[config.mk]
export PLATFORM = sky130hd
export DESIGN_NAME = lcell_top
export DESIGN_NICKNAME = d
export VERILOG_FILES = /design/src/pkg/lcell_pkg.sv /design/src/hw/lcell_top.sv
export SDC_FILE = /design/constraint.sdc
export NUM_CORES = 1
export LEC_CHECK = 0
export BUFFER_PORTS_ARGS = -buffer_cell sky130_fd_sc_hd__buf_4
export CAP_MARGIN = 20
export CORE_AREA = 4 4 152 154
export CTS_BUF_LIST = sky130_fd_sc_hd__clkbuf_8
export CTS_CLUSTER_DIAMETER = 30
export DETAILED_ROUTE_END_ITERATION = 7
export DIE_AREA = 0 0 156 158
export HOLD_SLACK_MARGIN = 0.05
export PLACE_DENSITY = 0.57
export SYNTH_ARGS = -nofsm -noshare
export SYNTH_HDL_FRONTEND = slang
export SYNTH_SLANG_ARGS = --single-unit
[constraint.sdc]
create_clock -name aclk -period 2.35 [get_ports aclk]
set_input_delay 0.3525 -clock aclk [delete_from_list [all_inputs] [get_ports aclk]]
set_output_delay 0.3525 -clock aclk [all_outputs]
set_load 0.01 [all_outputs]
[src/pkg/lcell_pkg.sv]
package lcell_pkg;

    // ------------------------------------------------------------
    // Register map (byte addresses)
    // ------------------------------------------------------------
    localparam logic [4:0] ADDR_LUT_F = 5'h00;
    localparam logic [4:0] ADDR_LUT_G = 5'h04;
    localparam logic [4:0] ADDR_LUT_H = 5'h08;
    localparam logic [4:0] ADDR_CTRL = 5'h0C;
    localparam logic [4:0] ADDR_STATUS = 5'h10;
    localparam int ADDR_W = 5;

    // ------------------------------------------------------------
    // Widths and reset values
    // ------------------------------------------------------------
    localparam int LUT4_BITS = 16;
    localparam int LUT3_BITS = 8;
    localparam int GCLK_IDX_W = 2;
    localparam logic [15:0] LUT_F_RST = 16'h0000;
    localparam logic [15:0] LUT_G_RST = 16'h0000;
    localparam logic [7:0] LUT_H_RST = 8'h00;
    localparam logic [31:0] CTRL_RST = 32'h0000_0000;
    // Reserved control bits read zero
    localparam logic [31:0] CTRL_WMASK = 32'h801F_FFFF;

    // ------------------------------------------------------------
    // Bus responses
    // ------------------------------------------------------------
    localparam logic [1:0] RESP_OKAY = 2'h0;
    localparam logic [1:0] RESP_SLVERR = 2'h2;

    // ------------------------------------------------------------
    // Storage element data sources
    // ------------------------------------------------------------
    localparam logic [1:0] SRC_F = 2'h0;
    localparam logic [1:0] SRC_G = 2'h1;
    localparam logic [1:0] SRC_H = 2'h2;
    localparam logic [1:0] SRC_DIRECT = 2'h3;

    // ------------------------------------------------------------
    // Carriers
    // ------------------------------------------------------------
    typedef struct packed {
        logic lock;
        logic [9:0] rsvd;
        logic [1:0] g_gclk_idx;
        logic g_gclk_en;
        logic [1:0] f_gclk_idx;
        logic f_gclk_en;
        logic sr_use;
        logic ec_use;
        logic y_sr_set;
        logic x_sr_set;
        logic clk_inv;
        logic y_latch;
        logic x_latch;
        logic [1:0] yq_src;
        logic [1:0] xq_src;
        logic y_sel;
        logic x_sel;
        logic h2_ext;
        logic h0_ext;
    } lcell_ctrl_t;

    // Thirteen cell inputs from the interconnect
    typedef struct packed {
        logic [3:0] f_in;
        logic [3:0] g_in;
        logic combiner_external_input;
        logic direct_data;
        logic set_reset;
        logic clock_enable;
        logic cell_clock;
    } lcell_in_t;

    // Four cell outputs to the interconnect
    typedef struct packed {
        logic x;
        logic y;
        logic xq;
        logic yq;
    } lcell_out_t;

endpackage

[src/hw/lcell_top.sv]
// Decided for this implementation: the placing of the registers and the AXI4-Lite interface to the registers.
`timescale 1ns/10ps
// Operation
// - Two independent four-input look-up tables each realise any function of their inputs.
// - A three-input combining table takes F and G outputs or outside signals on two inputs.
// - Cascading F and G into the combining table gives some nine-variable functions.
// - Two storage elements can register generator outputs or be used on their own.
// - Each storage element is an edge flip-flop or, as an option, a level latch.
// - The direct data input can feed either storage element, bypassing the tables.
// - The combiner external input can reach the other storage element through H.
// - Two further outputs, X and Y, carry generator results apart from the storage elements, registered on aclk.
// - The cell boundary is thirteen inputs and four outputs to the interconnect.
// - Configuration memory fixes all tables and selections once configuration completes.
// - Global clock lines can be selected as inputs of the F and G tables.
// - Every table is a memory look-up so its delay is the same for any function.
// - X selects F or H, and Y selects G or H.
// - With three separate functions one must leave through a storage element.
module lcell_top #(
    parameter int GCLK_N = 4
) (
    input wire logic aclk, // System clock
    input wire logic aresetn, // Sync reset, active low
    input wire logic ce, // Clock enable, low freezes all
    input wire logic [GCLK_N-1:0] gclk, // Global clock lines, sampled
    input wire lcell_pkg::lcell_in_t cell_in, // Routed cell inputs
    output lcell_pkg::lcell_out_t cell_out, // Routed cell outputs
    input wire logic [4:0] s_axi_awaddr, // AW address
    input wire logic [2:0] s_axi_awprot, // Unused
    input wire logic s_axi_awvalid, // AW valid
    output logic s_axi_awready, // AW ready
    input wire logic [31:0] s_axi_wdata, // W data
    input wire logic [3:0] s_axi_wstrb, // W strobes
    input wire logic s_axi_wvalid, // W valid
    output logic s_axi_wready, // W ready
    output logic [1:0] s_axi_bresp, // B response
    output logic s_axi_bvalid, // B valid
    input wire logic s_axi_bready, // B ready
    input wire logic [4:0] s_axi_araddr, // AR address
    input wire logic [2:0] s_axi_arprot, // Unused
    input wire logic s_axi_arvalid, // AR valid
    output logic s_axi_arready, // AR ready
    output logic [31:0] s_axi_rdata, // R data
    output logic [1:0] s_axi_rresp, // R response
    output logic s_axi_rvalid, // R valid
    input wire logic s_axi_rready // R ready
);

    // ------------------------------------------------------------
    // Configuration memory
    // ------------------------------------------------------------
    logic [lcell_pkg::LUT4_BITS-1:0] lut_f_reg;
    logic [lcell_pkg::LUT4_BITS-1:0] lut_g_reg;
    logic [lcell_pkg::LUT3_BITS-1:0] lut_h_reg;
    logic [31:0] ctrl_reg;
    lcell_pkg::lcell_ctrl_t cfg;

    assign cfg = lcell_pkg::lcell_ctrl_t'(ctrl_reg);

    // ------------------------------------------------------------
    // Write channel state
    // ------------------------------------------------------------
    logic aw_full_reg;
    logic [4:0] aw_addr_reg;
    logic w_full_reg;
    logic [31:0] w_data_reg;
    logic [3:0] w_strb_reg;
    logic bvalid_reg;
    logic [1:0] bresp_reg;
    logic do_write;
    logic wr_hit;
    logic wr_cfg;

    // ------------------------------------------------------------
    // Read channel state
    // ------------------------------------------------------------
    logic rvalid_reg;
    logic [31:0] rdata_reg;
    logic [1:0] rresp_reg;
    logic [31:0] rd_word;
    logic rd_hit;

    // ------------------------------------------------------------
    // Cell datapath
    // ------------------------------------------------------------
    logic [3:0] f_idx;
    logic [3:0] g_idx;
    logic [2:0] h_idx;
    logic f_out;
    logic g_out;
    logic h_out;
    logic x_reg;
    logic y_reg;
    logic clk_prev_reg;
    logic clk_active;
    logic clk_edge;
    logic [1:0] q_reg;
    logic [1:0] q_src [2];
    logic [1:0] q_latch;
    logic [1:0] q_sr_set;
    logic [1:0] q_data;

    // ------------------------------------------------------------
    // Byte-lane merge
    // ------------------------------------------------------------
    function automatic logic [31:0] merge_strb(
        input logic [31:0] old_word,
        input logic [31:0] new_word,
        input logic [3:0] strb
    );
        logic [31:0] res;
        res = old_word;
        for (int b = 0; b < 4; b++) begin
            if (strb[b]) begin
                res[8*b +: 8] = new_word[8*b +: 8];
            end
        end
        return res;
    endfunction

    // ------------------------------------------------------------
    // AXI4-Lite write path
    // ------------------------------------------------------------
    // AW and W are taken in either order; the write waits for both
    assign s_axi_awready = ce && !aw_full_reg && !bvalid_reg;
    assign s_axi_wready = ce && !w_full_reg && !bvalid_reg;
    assign do_write = ce && aw_full_reg && w_full_reg && !bvalid_reg;

    always_comb begin
        wr_hit = 1'b1;
        wr_cfg = 1'b1;
        unique case (aw_addr_reg)
            lcell_pkg::ADDR_LUT_F, lcell_pkg::ADDR_LUT_G,
            lcell_pkg::ADDR_LUT_H, lcell_pkg::ADDR_CTRL: begin
                wr_cfg = 1'b1;
            end
            lcell_pkg::ADDR_STATUS: begin
                wr_cfg = 1'b0;
            end
            default: begin
                wr_hit = 1'b0;
                wr_cfg = 1'b0;
            end
        endcase
    end

    always_ff @(posedge aclk) begin
        if (!aresetn) begin
            aw_full_reg <= 1'b0;
            aw_addr_reg <= 5'h00;
        end else if (ce) begin
            if (s_axi_awvalid && s_axi_awready) begin
                aw_full_reg <= 1'b1;
                aw_addr_reg <= {s_axi_awaddr[4:2], 2'h0};
            end else if (do_write) begin
                aw_full_reg <= 1'b0;
            end
        end
    end

    always_ff @(posedge aclk) begin
        if (!aresetn) begin
            w_full_reg <= 1'b0;
            w_data_reg <= 32'h0000_0000;
            w_strb_reg <= 4'h0;
        end else if (ce) begin
            if (s_axi_wvalid && s_axi_wready) begin
                w_full_reg <= 1'b1;
                w_data_reg <= s_axi_wdata;
                w_strb_reg <= s_axi_wstrb;
            end else if (do_write) begin
                w_full_reg <= 1'b0;
            end
        end
    end

    // Once locked, writes are refused until reset, the only way to reconfigure
    always_ff @(posedge aclk) begin
        if (!aresetn) begin
            bvalid_reg <= 1'b0;
            bresp_reg <= lcell_pkg::RESP_OKAY;
        end else if (ce) begin
            if (do_write) begin
                bvalid_reg <= 1'b1;
                if (wr_cfg && !cfg.lock) begin
                    bresp_reg <= lcell_pkg::RESP_OKAY;
                end else begin
                    bresp_reg <= lcell_pkg::RESP_SLVERR;
                end
            end else if (s_axi_bready) begin
                bvalid_reg <= 1'b0;
            end
        end
    end

    assign s_axi_bvalid = bvalid_reg;
    assign s_axi_bresp = bresp_reg;

    // ------------------------------------------------------------
    // Configuration registers
    // ------------------------------------------------------------
    always_ff @(posedge aclk) begin
        if (!aresetn) begin
            lut_f_reg <= lcell_pkg::LUT_F_RST;
            lut_g_reg <= lcell_pkg::LUT_G_RST;
            lut_h_reg <= lcell_pkg::LUT_H_RST;
            ctrl_reg <= lcell_pkg::CTRL_RST;
        end else if (ce && do_write && wr_hit && !cfg.lock) begin
            unique case (aw_addr_reg)
                lcell_pkg::ADDR_LUT_F: begin
                    lut_f_reg <= lcell_pkg::LUT4_BITS'(
                        merge_strb({16'h0000, lut_f_reg}, w_data_reg, w_strb_reg));
                end
                lcell_pkg::ADDR_LUT_G: begin
                    lut_g_reg <= lcell_pkg::LUT4_BITS'(
                        merge_strb({16'h0000, lut_g_reg}, w_data_reg, w_strb_reg));
                end
                lcell_pkg::ADDR_LUT_H: begin
                    lut_h_reg <= lcell_pkg::LUT3_BITS'(
                        merge_strb({24'h00_0000, lut_h_reg}, w_data_reg, w_strb_reg));
                end
                lcell_pkg::ADDR_CTRL: begin
                    ctrl_reg <= merge_strb(ctrl_reg, w_data_reg, w_strb_reg)
                        & lcell_pkg::CTRL_WMASK;
                end
                default: begin
                end
            endcase
        end
    end

    // ------------------------------------------------------------
    // AXI4-Lite read path
    // ------------------------------------------------------------
    assign s_axi_arready = ce && !rvalid_reg;

    always_comb begin
        rd_hit = 1'b1;
        rd_word = 32'h0000_0000;
        unique case ({s_axi_araddr[4:2], 2'h0})
            lcell_pkg::ADDR_LUT_F: rd_word = {16'h0000, lut_f_reg};
            lcell_pkg::ADDR_LUT_G: rd_word = {16'h0000, lut_g_reg};
            lcell_pkg::ADDR_LUT_H: rd_word = {24'h00_0000, lut_h_reg};
            lcell_pkg::ADDR_CTRL: rd_word = ctrl_reg;
            lcell_pkg::ADDR_STATUS: rd_word = {15'h0000, cell_in, cell_out};
            default: rd_hit = 1'b0;
        endcase
    end

    always_ff @(posedge aclk) begin
        if (!aresetn) begin
            rvalid_reg <= 1'b0;
            rdata_reg <= 32'h0000_0000;
            rresp_reg <= lcell_pkg::RESP_OKAY;
        end else if (ce) begin
            if (s_axi_arvalid && s_axi_arready) begin
                rvalid_reg <= 1'b1;
                rdata_reg <= rd_word;
                rresp_reg <= rd_hit ? lcell_pkg::RESP_OKAY : lcell_pkg::RESP_SLVERR;
            end else if (s_axi_rready) begin
                rvalid_reg <= 1'b0;
            end
        end
    end

    assign s_axi_rvalid = rvalid_reg;
    assign s_axi_rdata = rdata_reg;
    assign s_axi_rresp = rresp_reg;

    // ------------------------------------------------------------
    // Function generators
    // ------------------------------------------------------------
    // The fourth input of F and G may come from a global clock line.
    always_comb begin
        f_idx = cell_in.f_in;
        g_idx = cell_in.g_in;
        if (cfg.f_gclk_en) begin
            f_idx[3] = gclk[cfg.f_gclk_idx];
        end
        if (cfg.g_gclk_en) begin
            g_idx[3] = gclk[cfg.g_gclk_idx];
        end
    end

    // Plain table reads: the path is one mux whatever the function.
    assign f_out = lut_f_reg[f_idx];
    assign g_out = lut_g_reg[g_idx];

    // H index is {F or direct data, combiner input, G or set/reset}
    assign h_idx = {cfg.h2_ext ? cell_in.direct_data : f_out,
                    cell_in.combiner_external_input,
                    cfg.h0_ext ? cell_in.set_reset : g_out};
    assign h_out = lut_h_reg[h_idx];

    // ------------------------------------------------------------
    // X and Y function outputs
    // ------------------------------------------------------------
    // Registered to be glitch-free, at one cycle of latency
    always_ff @(posedge aclk) begin
        if (!aresetn) begin
            x_reg <= 1'b0;
            y_reg <= 1'b0;
        end else if (ce) begin
            x_reg <= cfg.x_sel ? h_out : f_out;
            y_reg <= cfg.y_sel ? h_out : g_out;
        end
    end

    // ------------------------------------------------------------
    // Storage elements
    // ------------------------------------------------------------
    // The cell clock is sampled data: its edge is seen against the last sample
    assign clk_active = cell_in.cell_clock ^ cfg.clk_inv;
    assign clk_edge = clk_active && !clk_prev_reg;

    always_ff @(posedge aclk) begin
        if (!aresetn) begin
            clk_prev_reg <= 1'b0;
        end else if (ce) begin
            clk_prev_reg <= clk_active;
        end
    end

    assign q_src[0] = cfg.xq_src;
    assign q_src[1] = cfg.yq_src;
    assign q_latch = {cfg.y_latch, cfg.x_latch};
    assign q_sr_set = {cfg.y_sr_set, cfg.x_sr_set};

    generate
        for (genvar i = 0; i < 2; i++) begin : g_store
            logic load;
            logic en;

            // Any source per element; third function leaves via here
            always_comb begin
                unique case (q_src[i])
                    lcell_pkg::SRC_F: q_data[i] = f_out;
                    lcell_pkg::SRC_G: q_data[i] = g_out;
                    lcell_pkg::SRC_H: q_data[i] = h_out;
                    lcell_pkg::SRC_DIRECT: q_data[i] = cell_in.direct_data;
                endcase
            end

            assign en = !cfg.ec_use || cell_in.clock_enable;
            assign load = q_latch[i] ? clk_active : clk_edge;

            always_ff @(posedge aclk) begin
                if (!aresetn) begin
                    q_reg[i] <= 1'b0;
                end else if (ce) begin
                    if (cfg.sr_use && cell_in.set_reset) begin
                        q_reg[i] <= q_sr_set[i];
                    end else if (load && en) begin
                        q_reg[i] <= q_data[i];
                    end
                end
            end
        end
    endgenerate

    // ------------------------------------------------------------
    // Cell outputs
    // ------------------------------------------------------------
    assign cell_out = '{x: x_reg, y: y_reg, xq: q_reg[0], yq: q_reg[1]};

endmodule

==> flow_metrics.py, run 1 <==
metrics = {
    "pwr": {
        "finalPower_mw": 4.455,
        "ir_drop_v": 0.0002879,
        "cellPowerDensity_nw_per_um2": 602.5,
        "power_leakage_nw": 2.782,
    },
    "global_route": {
        "grt_overflow_total": 0,
        "grt_pass1_wl_um": 27320,
        "grt_max_degree": 58,
        "first_global_vias": 4785,
        "antenna_found_initial": 0,
        "grt_usage_pct": 14.31,
    },
    "route": {
        "topRoutingLayerUsed": "met4",
        "m1WireLength_um": 9043,
        "viasPerCell": 4.694,
        "met2_length_um": 6805,
        "wl_per_cell_um": 16.65,
        "first_iter_violations": 291,
        "wl_um": 17270,
        "ant_nets": 0,
        "first_pass_iters": 5,
        "route.met3.wl_um": 1146,
        "vias": 4868,
        "drc": 0,
    },
    "logic_synthesis": {
        "synth-adder-area-share_pct": 0,
        "ys.warnings.count": 0,
        "synth_top_area_share_pct": 41.17,
        "synthTopCellsByArea": "dfxtp_1, mux2i_1, nor2b_1",
        "synthFlopType": "dfxtp_1",
        "synth_compound_area_share_pct": 16.25,
        "synthMuxAreaShare_pct": 16.83,
        "synth_top_family_by_area": "simple AND/OR/NAND/NOR gates",
        "synth-xor-area-share_pct": 0.1453,
        "ys_seq_area_share_pct": 41.17,
        "yosys.area_share.simple_pct": 20.50,
        "async_flop_share_pct": 0,
        "netlist_instances": 663,
        "syn_area_um2": 6030,
        "ys_types": 46,
        "avgSynthCellArea_um2": 9.094,
        "synth-seq-cells": 124,
        "synth_edf_count": 0,
        "synth_top_area_cell": "dfxtp_1",
    },
    "critical_path": {
        "crit_type": "register to register",
        "cpPeakStageDelay_ns": 0.46,
        "end_kind": "register",
        "crit_chain": "mux4_2 > mux2_4 > and3_4 > o21a_1 > o311a_1 > a22o_4 > o21ai_1 > a31oi_1",
        "critical_path.slowest_cell": "mux4_2",
        "cp.arrival_ns": 2.67,
        "cp.required_ns": 2.67,
        "rr_worst_depth": 8,
        "r2r-end": "cell_out[0]$_SDFFE_PN0P_",
        "reg2reg_slack_ns": 0.002,
        "crit_family": "compound AO/OA/AOI/OAI gates",
        "path_buf_inv": 0,
        "path_depth": 8,
        "crit_fanout": 6,
        "r2r-start": "lut_g_reg[6]$_SDFFE_PN0P_",
        "start_kind": "register",
    },
    "placed_design": {
        "dpl.hpwl_um": 12870,
        "port-buffer-count": 89,
        "gp_congestion": 0.8426,
    },
    "finish": {
        "syn_to_final_growth_pct": 22.64,
        "multi_input_comb_area_um2": 3298,
        "n_fill_cell": 2293,
        "nNetsFinal": 821,
        "drive_gt1_share_pct": 22.32,
        "regArea_um2": 2486,
        "final_util_pct": 34.09,
        "antennaDiodeCount": 0,
    },
    "cts": {
        "clk_pin_slew_ns": 0.08,
        "h-tree-depth": 4,
        "insertion_delay_ns": 0.44,
        "cts_tree": "done",
        "cts_buffers": 17,
        "cts_buffer_depth": 2,
        "cts_sinks": 124,
        "post_cts.repair.setup_buffers": 0,
        "root_buffer": "clkbuf_8",
    },
    "timing": {
        "grt_setup_unrepaired": "true",
        "fin_crit_ns": 2.348,
        "finClkSkew_ns": 0.01218,
        "worst_pin_slew_ns": 0.7334,
        "drv_slew": 0,
        "timing.fmax_mhz": 425.9,
        "hold_viol_final": 0,
        "period_share_pct": 99.92,
        "slew_headroom_pct": 50.93,
        "finalSetupViolations": 0,
    },
    "hold_path": {
        "holdPathEnd": "w_data_reg[8]$_SDFFE_PN0P_",
        "hold_depth": 3,
        "hp-class": "input port to register",
        "hp-start": "s_axi_wdata[8]",
    },
    "floorplan": {
        "rows": 54,
        "core_area_um2": 21690,
        "ios": 122,
        "dieWidth_um": 156,
        "die_h_um": 158,
        "start_util_pct": 27.80,
        "die_area_um2": 24650,
    },
    "outcome": {
        "run_status": "completed",
    },
    "flow_run": {
        "drv_cap": 0,
    },
}
==> through the flow <==
step	instances	TNS, ns	area, um^2	setup WS [ns]	hold WS, ns
after global placement	1005	-0.6043	6982	-0.1626	0.4567
after floorplan	674	-0.4327	6071	-0.1154	0.4436
final	1037	0	7395	0.001968	0.1636
after detailed placement	1005	-0.7845	6982	-0.2018	0.4572
after CTS	1037	0	7380	0.01256	0.1364
after global routing	1037	-0.3002	7395	-0.1261	0.1195
==> cells by family after synthesis <==
family / count (synthesis)
compound gates: 141
xor+xnor: 1
other cells: 1
mux: 85
buf+inv: 63
simple gates: 248
flops: 124
==> layout make-up <==
| class | instances | area share [%] |
|---|---|---|
| Multi-Input combinational cell | 487 | 44.60 |
| Timing Repair Buffer | 109 | 11.40 |
| Tap cell | 280 | 4.738 |
| Inverter | 5 | 0.2538 |
| Clock inverter | 15 | 2.217 |
| Clock buffer | 17 | 3.164 |
| Sequential cell | 124 | 33.62 |
==> per-layer routing <==
metal  GRT usage [%]  up-vias
met5               0        -
met3           4.921       19
met4           3.877        0
met1           21.72     2230
met2           18.91      158
li1                -     2461
==> cell usage after synthesis (all sizes together), types with 2 or more instances <==
master / instances
and3: 4
nor2: 19
a22oi: 28
o211a: 3
mux4: 11
and2: 3
nor3: 2
nand3: 25
or3b: 3
mux2i: 65
clkbuf: 40
o22ai: 8
inv: 5
dfxtp: 124
a221oi: 2
a21boi: 52
buf: 18
mux2: 9
a31oi: 5
nor2b: 73
nand2b: 11
o21ai: 21
a21oi: 13
nand2: 102
==> worst reg2reg max path: cells and delay by family (launching register included) <==
kind             cells  cell delay (ns)
AO/OA/AOI/OAI        5             1.01
multiplexers         2             0.73
flip-flops           1             0.34
AND/OR/NAND/NOR      1             0.17
==> power breakdown <==
| part | total [mW] | internal [mW] | switching [mW] | leakage, nW |
|---|---|---|---|---|
| Clock | 1.91 | 0.960 | 0.946 | 0.198 |
| Sequential | 2.19 | 2.14 | 0.0475 | 1.01 |
| Combinational | 0.364 | 0.174 | 0.190 | 1.58 |
==> layout by cell type, fill, tap and decap left out, types with 3 or more instances in the layout <==
| master | Yosys | layout |
|---|---|---|
| mux2i_1 | 65 | 65 |
| nand2_1 | 102 | 102 |
| mux2_2 | 9 | 8 |
| clkbuf_8 | 0 | 17 |
| nor2b_1 | 73 | 73 |
| nor2_1 | 19 | 19 |
| o211a_1 | 3 | 3 |
| inv_6 | 0 | 5 |
| and3_1 | 3 | 3 |
| conb_1 | 1 | 12 |
| a22oi_1 | 28 | 28 |
| o21ai_0 | 19 | 18 |
| inv_1 | 5 | 5 |
| buf_4 | 14 | 107 |
| a31oi_1 | 5 | 5 |
| nand3_1 | 25 | 25 |
| dfxtp_2 | 0 | 3 |
| o22ai_1 | 8 | 8 |
| and2_1 | 3 | 3 |
| o21ai_1 | 2 | 3 |
| a21oi_1 | 13 | 12 |
| clkinv_4 | 0 | 4 |
| nand2b_1 | 11 | 11 |
| mux4_2 | 7 | 9 |
| dfxtp_1 | 124 | 121 |
| or3b_1 | 3 | 3 |
| a21boi_0 | 52 | 52 |
==> worst max path at each step <==
stage                     slack [ns]                 startpoint                       end
after floorplan                -0.12                 cell_in[5]        y_reg$_SDFFE_PN0P_
after global placement         -0.16                 cell_in[5]  cell_out[0]$_SDFFE_PN0P_
after detailed placement       -0.20                 cell_in[5]  cell_out[1]$_SDFFE_PN0P_
after CTS                       0.01  lut_g_reg[5]$_SDFFE_PN0P_        y_reg$_SDFFE_PN0P_
after global routing           -0.13  lut_g_reg[0]$_SDFFE_PN0P_        y_reg$_SDFFE_PN0P_
final                          0.002  lut_g_reg[6]$_SDFFE_PN0P_  cell_out[0]$_SDFFE_PN0P_
==> what timing repair did <==
action / 4_1_cts / 5_1_grt
hold buffers: 0 / 0
setup endpoints to repair: 0 / 4
resized for setup: 0 / 6
Power figures use the tool's default switching activity.
==> inputs of run 2 (changes only) <==
- RECOVER_POWER: not set -> 50
==> flow_metrics.py, run 2 (synthesized netlist as in run 1, its figures left out) <==
metrics = {
    "outcome": {
        "run_status": "completed",
    },
    "cts": {
        "post_cts.repair.setup_buffers": 0,
        "cts-resized-gates": 0,
        "cts_buffers": 17,
        "h-tree-depth": 4,
        "hold_buffers": 0,
        "cts_buffer_depth": 2,
        "cts_tree": "done",
        "root_buffer": "clkbuf_8",
        "clk_pin_slew_ns": 0.08,
        "insertion_delay_ns": 0.44,
        "cts_sinks": 124,
    },
    "placed_design": {
        "gp_congestion": 0.8426,
        "port-buffer-count": 89,
        "placed_area_um2": 6982,
        "dpl.hpwl_um": 12870,
    },
    "finish": {
        "n_fill_cell": 2313,
        "syn_to_final_growth_pct": 20.40,
        "antennaDiodeCount": 0,
        "regArea_um2": 2486,
        "final_cell_mix": "dfxtp_1, nand2_1, nor2b_1, buf_4, mux2i_1",
        "multi_input_comb_area_um2": 3298,
        "final_area_um2": 7259,
        "nNetsFinal": 821,
        "final_util_pct": 33.47,
        "drive_gt1_share_pct": 17.57,
        "layout_commonest_cell": "dfxtp_1",
    },
    "floorplan": {
        "ios": 122,
        "start_util_pct": 27.80,
        "dieWidth_um": 156,
        "core_area_um2": 21690,
        "die_h_um": 158,
        "die_area_um2": 24650,
        "rows": 54,
    },
    "route": {
        "first_iter_violations": 286,
        "viasPerCell": 4.699,
        "vias": 4873,
        "wl_um": 17340,
        "route.met3.wl_um": 1155,
        "m1WireLength_um": 9051,
        "met2_length_um": 6863,
        "wl_per_cell_um": 16.72,
        "topRoutingLayerUsed": "met4",
        "first_pass_iters": 4,
        "ant_nets": 0,
        "drc": 0,
    },
    "timing": {
        "grt_setup_unrepaired": "true",
        "worst_pin_slew_ns": 1.250,
        "hold_viol_final": 0,
        "finClkSkew_ns": 0.01247,
        "drv_slew": 0,
        "finalSetupViolations": 0,
        "fin_crit_ns": 2.345,
        "timing.fmax_mhz": 426.4,
        "whs_ns": 0.1634,
        "period_share_pct": 99.80,
        "slew_headroom_pct": 16.70,
    },
    "critical_path": {
        "crit_family": "compound AO/OA/AOI/OAI gates",
        "critical_path.slowest_cell": "mux4_2",
        "reg2reg_slack_ns": 0.005,
        "crit_type": "register to register",
        "crit_chain": "mux4_2 > mux2_4 > and3_4 > o21a_1 > o311a_1 > a22o_4 > o21ai_1 > a31oi_1",
        "cpPeakStageDelay_ns": 0.46,
        "cp.required_ns": 2.67,
        "cp.arrival_ns": 2.67,
        "end_kind": "register",
        "crit_fanout": 6,
        "start_kind": "register",
        "path_buf_inv": 0,
    },
    "flow_run": {
        "drv_cap": 0,
    },
    "pwr": {
        "ir_drop_v": 0.0002875,
        "cellPowerDensity_nw_per_um2": 612.3,
        "finalPower_mw": 4.445,
        "power_leakage_nw": 2.633,
    },
    "global_route": {
        "grt_max_degree": 58,
        "grt_usage_pct": 14.31,
        "first_global_vias": 4785,
        "antenna_found_initial": 0,
        "grt_pass1_wl_um": 27320,
        "grt_overflow_total": 0,
    },
    "hold_path": {
        "hp-class": "input port to register",
    },
}
run 2: changes by cell type in the layout (fill, tap and decap cells not counted):
cell	before	now
buf_4	107	71
and2_0	0	1
and2_1	3	2
clkbuf_1	0	36
run 2: worst paths after layout:
path	depth (start not counted)	start	endpoint
setup / recovery	8	lut_g_reg[6]$_SDFFE_PN0P_	cell_out[0]$_SDFFE_PN0P_
hold / removal	3	s_axi_wdata[8]	w_data_reg[8]$_SDFFE_PN0P_
setup reg to reg	8	lut_g_reg[6]$_SDFFE_PN0P_	cell_out[0]$_SDFFE_PN0P_
hold reg to reg	2	w_strb_reg[3]$_SDFFE_PN0P_	w_strb_reg[3]$_SDFFE_PN0P_
run 2: cell type report:
class	count	area share (%)
Clock buffer	17	3.223
Sequential cell	124	34.25
Inverter	5	0.2585
Tap cell	280	4.826
Multi-Input combinational cell	487	45.43
Timing Repair Buffer	109	9.755
Clock inverter	15	2.258
run 2: per-stage QoR:
| step | TNS, ns | setup slack, ns | std cells |
|---|---|---|---|
| after global placement | -0.6043 | -0.1626 | 1005 |
| after floorplan | -0.4327 | -0.1154 | 674 |
| final | 0 | 0.004605 | 1037 |
| after detailed placement | -0.7845 | -0.2018 | 1005 |
| after global routing | -0.3002 | -0.1261 | 1037 |
| after CTS | 0 | 0.01256 | 1037 |
run 2: report_power, final:
part / leakage [nW] / switching, mW / internal [mW]
sequential: 1.01 / 0.0473 / 2.14
combinational: 1.43 / 0.191 / 0.161
clock: 0.198 / 0.948 / 0.960
run 2: per-layer routing:
layer  GRT usage, %  vias up
met5              0        -
met2          18.91      155
met3          4.921       19
met1          21.72     2239
met4          3.877        0
li1               -     2460
run 2: worst reg2reg max path, stage by stage (launching register included):
cell	delay [ns]
dfxtp_1	0.34
mux4_2	0.46
mux2_4	0.27
and3_4	0.17
o21a_1	0.17
o311a_1	0.36
a22o_4	0.25
o21ai_1	0.14
a31oi_1	0.09
==> inputs of run 3 (changes only) <==
- CORE_AREA: 4 4 152 154 -> 4 4 110 112
- DIE_AREA: 0 0 156 158 -> 0 0 114 116
- PLACE_DENSITY: 0.57 -> 0.88
- clock period: 2.35 -> 3 ns (I/O delays scaled with it)
==> flow_metrics.py, run 3 (synthesized netlist as in run 1, its figures left out) <==
metrics = {
    "finish": {
        "nNetsFinal": 813,
        "final_cells": 892,
        "regArea_um2": 2482,
        "antennaDiodeCount": 0,
        "drive_gt1_share_pct": 15.62,
        "final_area_um2": 7027,
        "syn_to_final_growth_pct": 16.54,
        "n_fill_cell": 970,
        "layout_commonest_cell": "dfxtp_1",
        "final_cell_mix": "dfxtp_1, nand2_1, nor2b_1, mux2i_1, buf_4",
        "final_util_pct": 62.61,
        "multi_input_comb_area_um2": 3291,
    },
    "critical_path": {
        "cp.required_ns": 3.32,
        "end_kind": "register",
        "cp.arrival_ns": 3.02,
        "reg2reg_slack_ns": 0.49,
        "start_kind": "input port",
        "crit_fanout": 26,
        "crit_type": "input port to register",
    },
    "timing": {
        "finalSetupTns_ns": 0,
        "grt_setup_unrepaired": "false",
        "slew_headroom_pct": -15.86,
        "whs_ns": 0.2779,
        "timing.fmax_mhz": 371.2,
        "finClkSkew_ns": 0.01156,
        "drv_slew": 27,
        "setup_slack_ns": 0.3060,
        "period_share_pct": 89.80,
        "worst_pin_slew_ns": 1.738,
        "finalSetupViolations": 0,
        "hold_viol_final": 0,
        "fin_crit_ns": 2.694,
    },
    "floorplan": {
        "ios": 122,
        "core_area_um2": 11220,
        "rows": 39,
        "die_h_um": 116,
        "die_area_um2": 13220,
        "start_util_pct": 53.72,
        "dieWidth_um": 114,
    },
    "pwr": {
        "finalPower_mw": 3.569,
        "cellPowerDensity_nw_per_um2": 508.0,
        "ir_drop_v": 0.0002426,
        "power_leakage_nw": 2.613,
    },
    "global_route": {
        "grt_overflow_total": 0,
        "first_global_vias": 5111,
        "grt_max_degree": 76,
        "grt_usage_pct": 24.28,
        "grt_pass1_wl_um": 25430,
        "antenna_found_initial": 0,
    },
    "placed_design": {
        "pre_cts_slack_ns": 0.2094,
        "port-buffer-count": 89,
        "placed_area_um2": 6729,
        "gp_congestion": 1.015,
        "dp.cells": 860,
        "dpl.hpwl_um": 11380,
    },
    "cts": {
        "post_cts.repair.setup_buffers": 0,
        "root_buffer": "clkbuf_8",
        "cts_tree": "done",
        "hold_buffers": 0,
        "cts-resized-gates": 0,
        "h-tree-depth": 4,
        "cts_sinks": 124,
        "cts_buffer_depth": 2,
        "cts_buffers": 17,
        "insertion_delay_ns": 0.43,
        "clk_pin_slew_ns": 0.07,
    },
    "route": {
        "viasPerCell": 5.784,
        "first_pass_iters": 5,
        "wl_um": 15550,
        "ant_nets": 0,
        "drc": 0,
        "vias": 5159,
        "wl_per_cell_um": 17.43,
        "first_iter_violations": 413,
    },
    "flow_run": {
        "drv_cap": 1,
    },
    "hold_path": {
        "hp-class": "input port to register",
    },
    "outcome": {
        "run_status": "finished, violations left",
        "violations": "max-capacitance violations, max-slew violations",
    },
}
## run 3: cell count changes in the layout (fill, tap and decap cells not counted), moves of 2 or more
cell,previous run,this run
buf_12,2,0
buf_4,71,63
clkbuf_8,17,22
clkinv_4,4,1
dfxtp_1,121,124
dfxtp_2,3,0
inv_6,5,1
mux4_1,2,4
mux4_2,9,7
## run 3: worst paths after layout
check / start / endpoint / cells after the start
min: s_axi_awaddr[3] / aw_addr_reg[3]$_SDFFE_PN0P_ / 3
max reg2reg: lut_g_reg[3]$_SDFFE_PN0P_ / cell_out[1]$_SDFFE_PN0P_ / 8
min reg2reg: w_strb_reg[3]$_SDFFE_PN0P_ / w_strb_reg[3]$_SDFFE_PN0P_ / 2
max: s_axi_araddr[3] / s_axi_rdata[14]$_SDFFE_PN0P_ / 6
## run 3: final cells by class
cell class	instances	share of cell area (%)
clock inverters	10	1.941
flip-flops and latches	124	35.33
multi-input cells	487	46.83
inverters	5	0.2671
clock buffers	22	4.309
repair buffers	101	8.778
well taps	143	2.546
## run 3: where the power goes
part / total [mW] / internal, mW / switching, mW
combinational: 0.267 / 0.124 / 0.143
clock: 1.59 / 0.931 / 0.663
sequential: 1.71 / 1.68 / 0.0320
total: 3.57 / 2.73 / 0.838
## run 3: worst max-delay path: stages
cell and delay [ns]:
clkbuf_1 1.23, nor2_1 0.56, a22oi_1 0.41, o21ai_0 0.13
a22oi_1 0.17, nor2b_1 0.07
## run 3: layer usage
layer / GRT usage, % / up-vias / share of wire [%]
met5: 0 / - / 0
met1: 31.58 / 2393 / 43
met3: 6.632 / 37 / 8.5
li1: - / 2452 / -
met2: 38.06 / 277 / 46
met4: 10.61 / 0 / 2.5
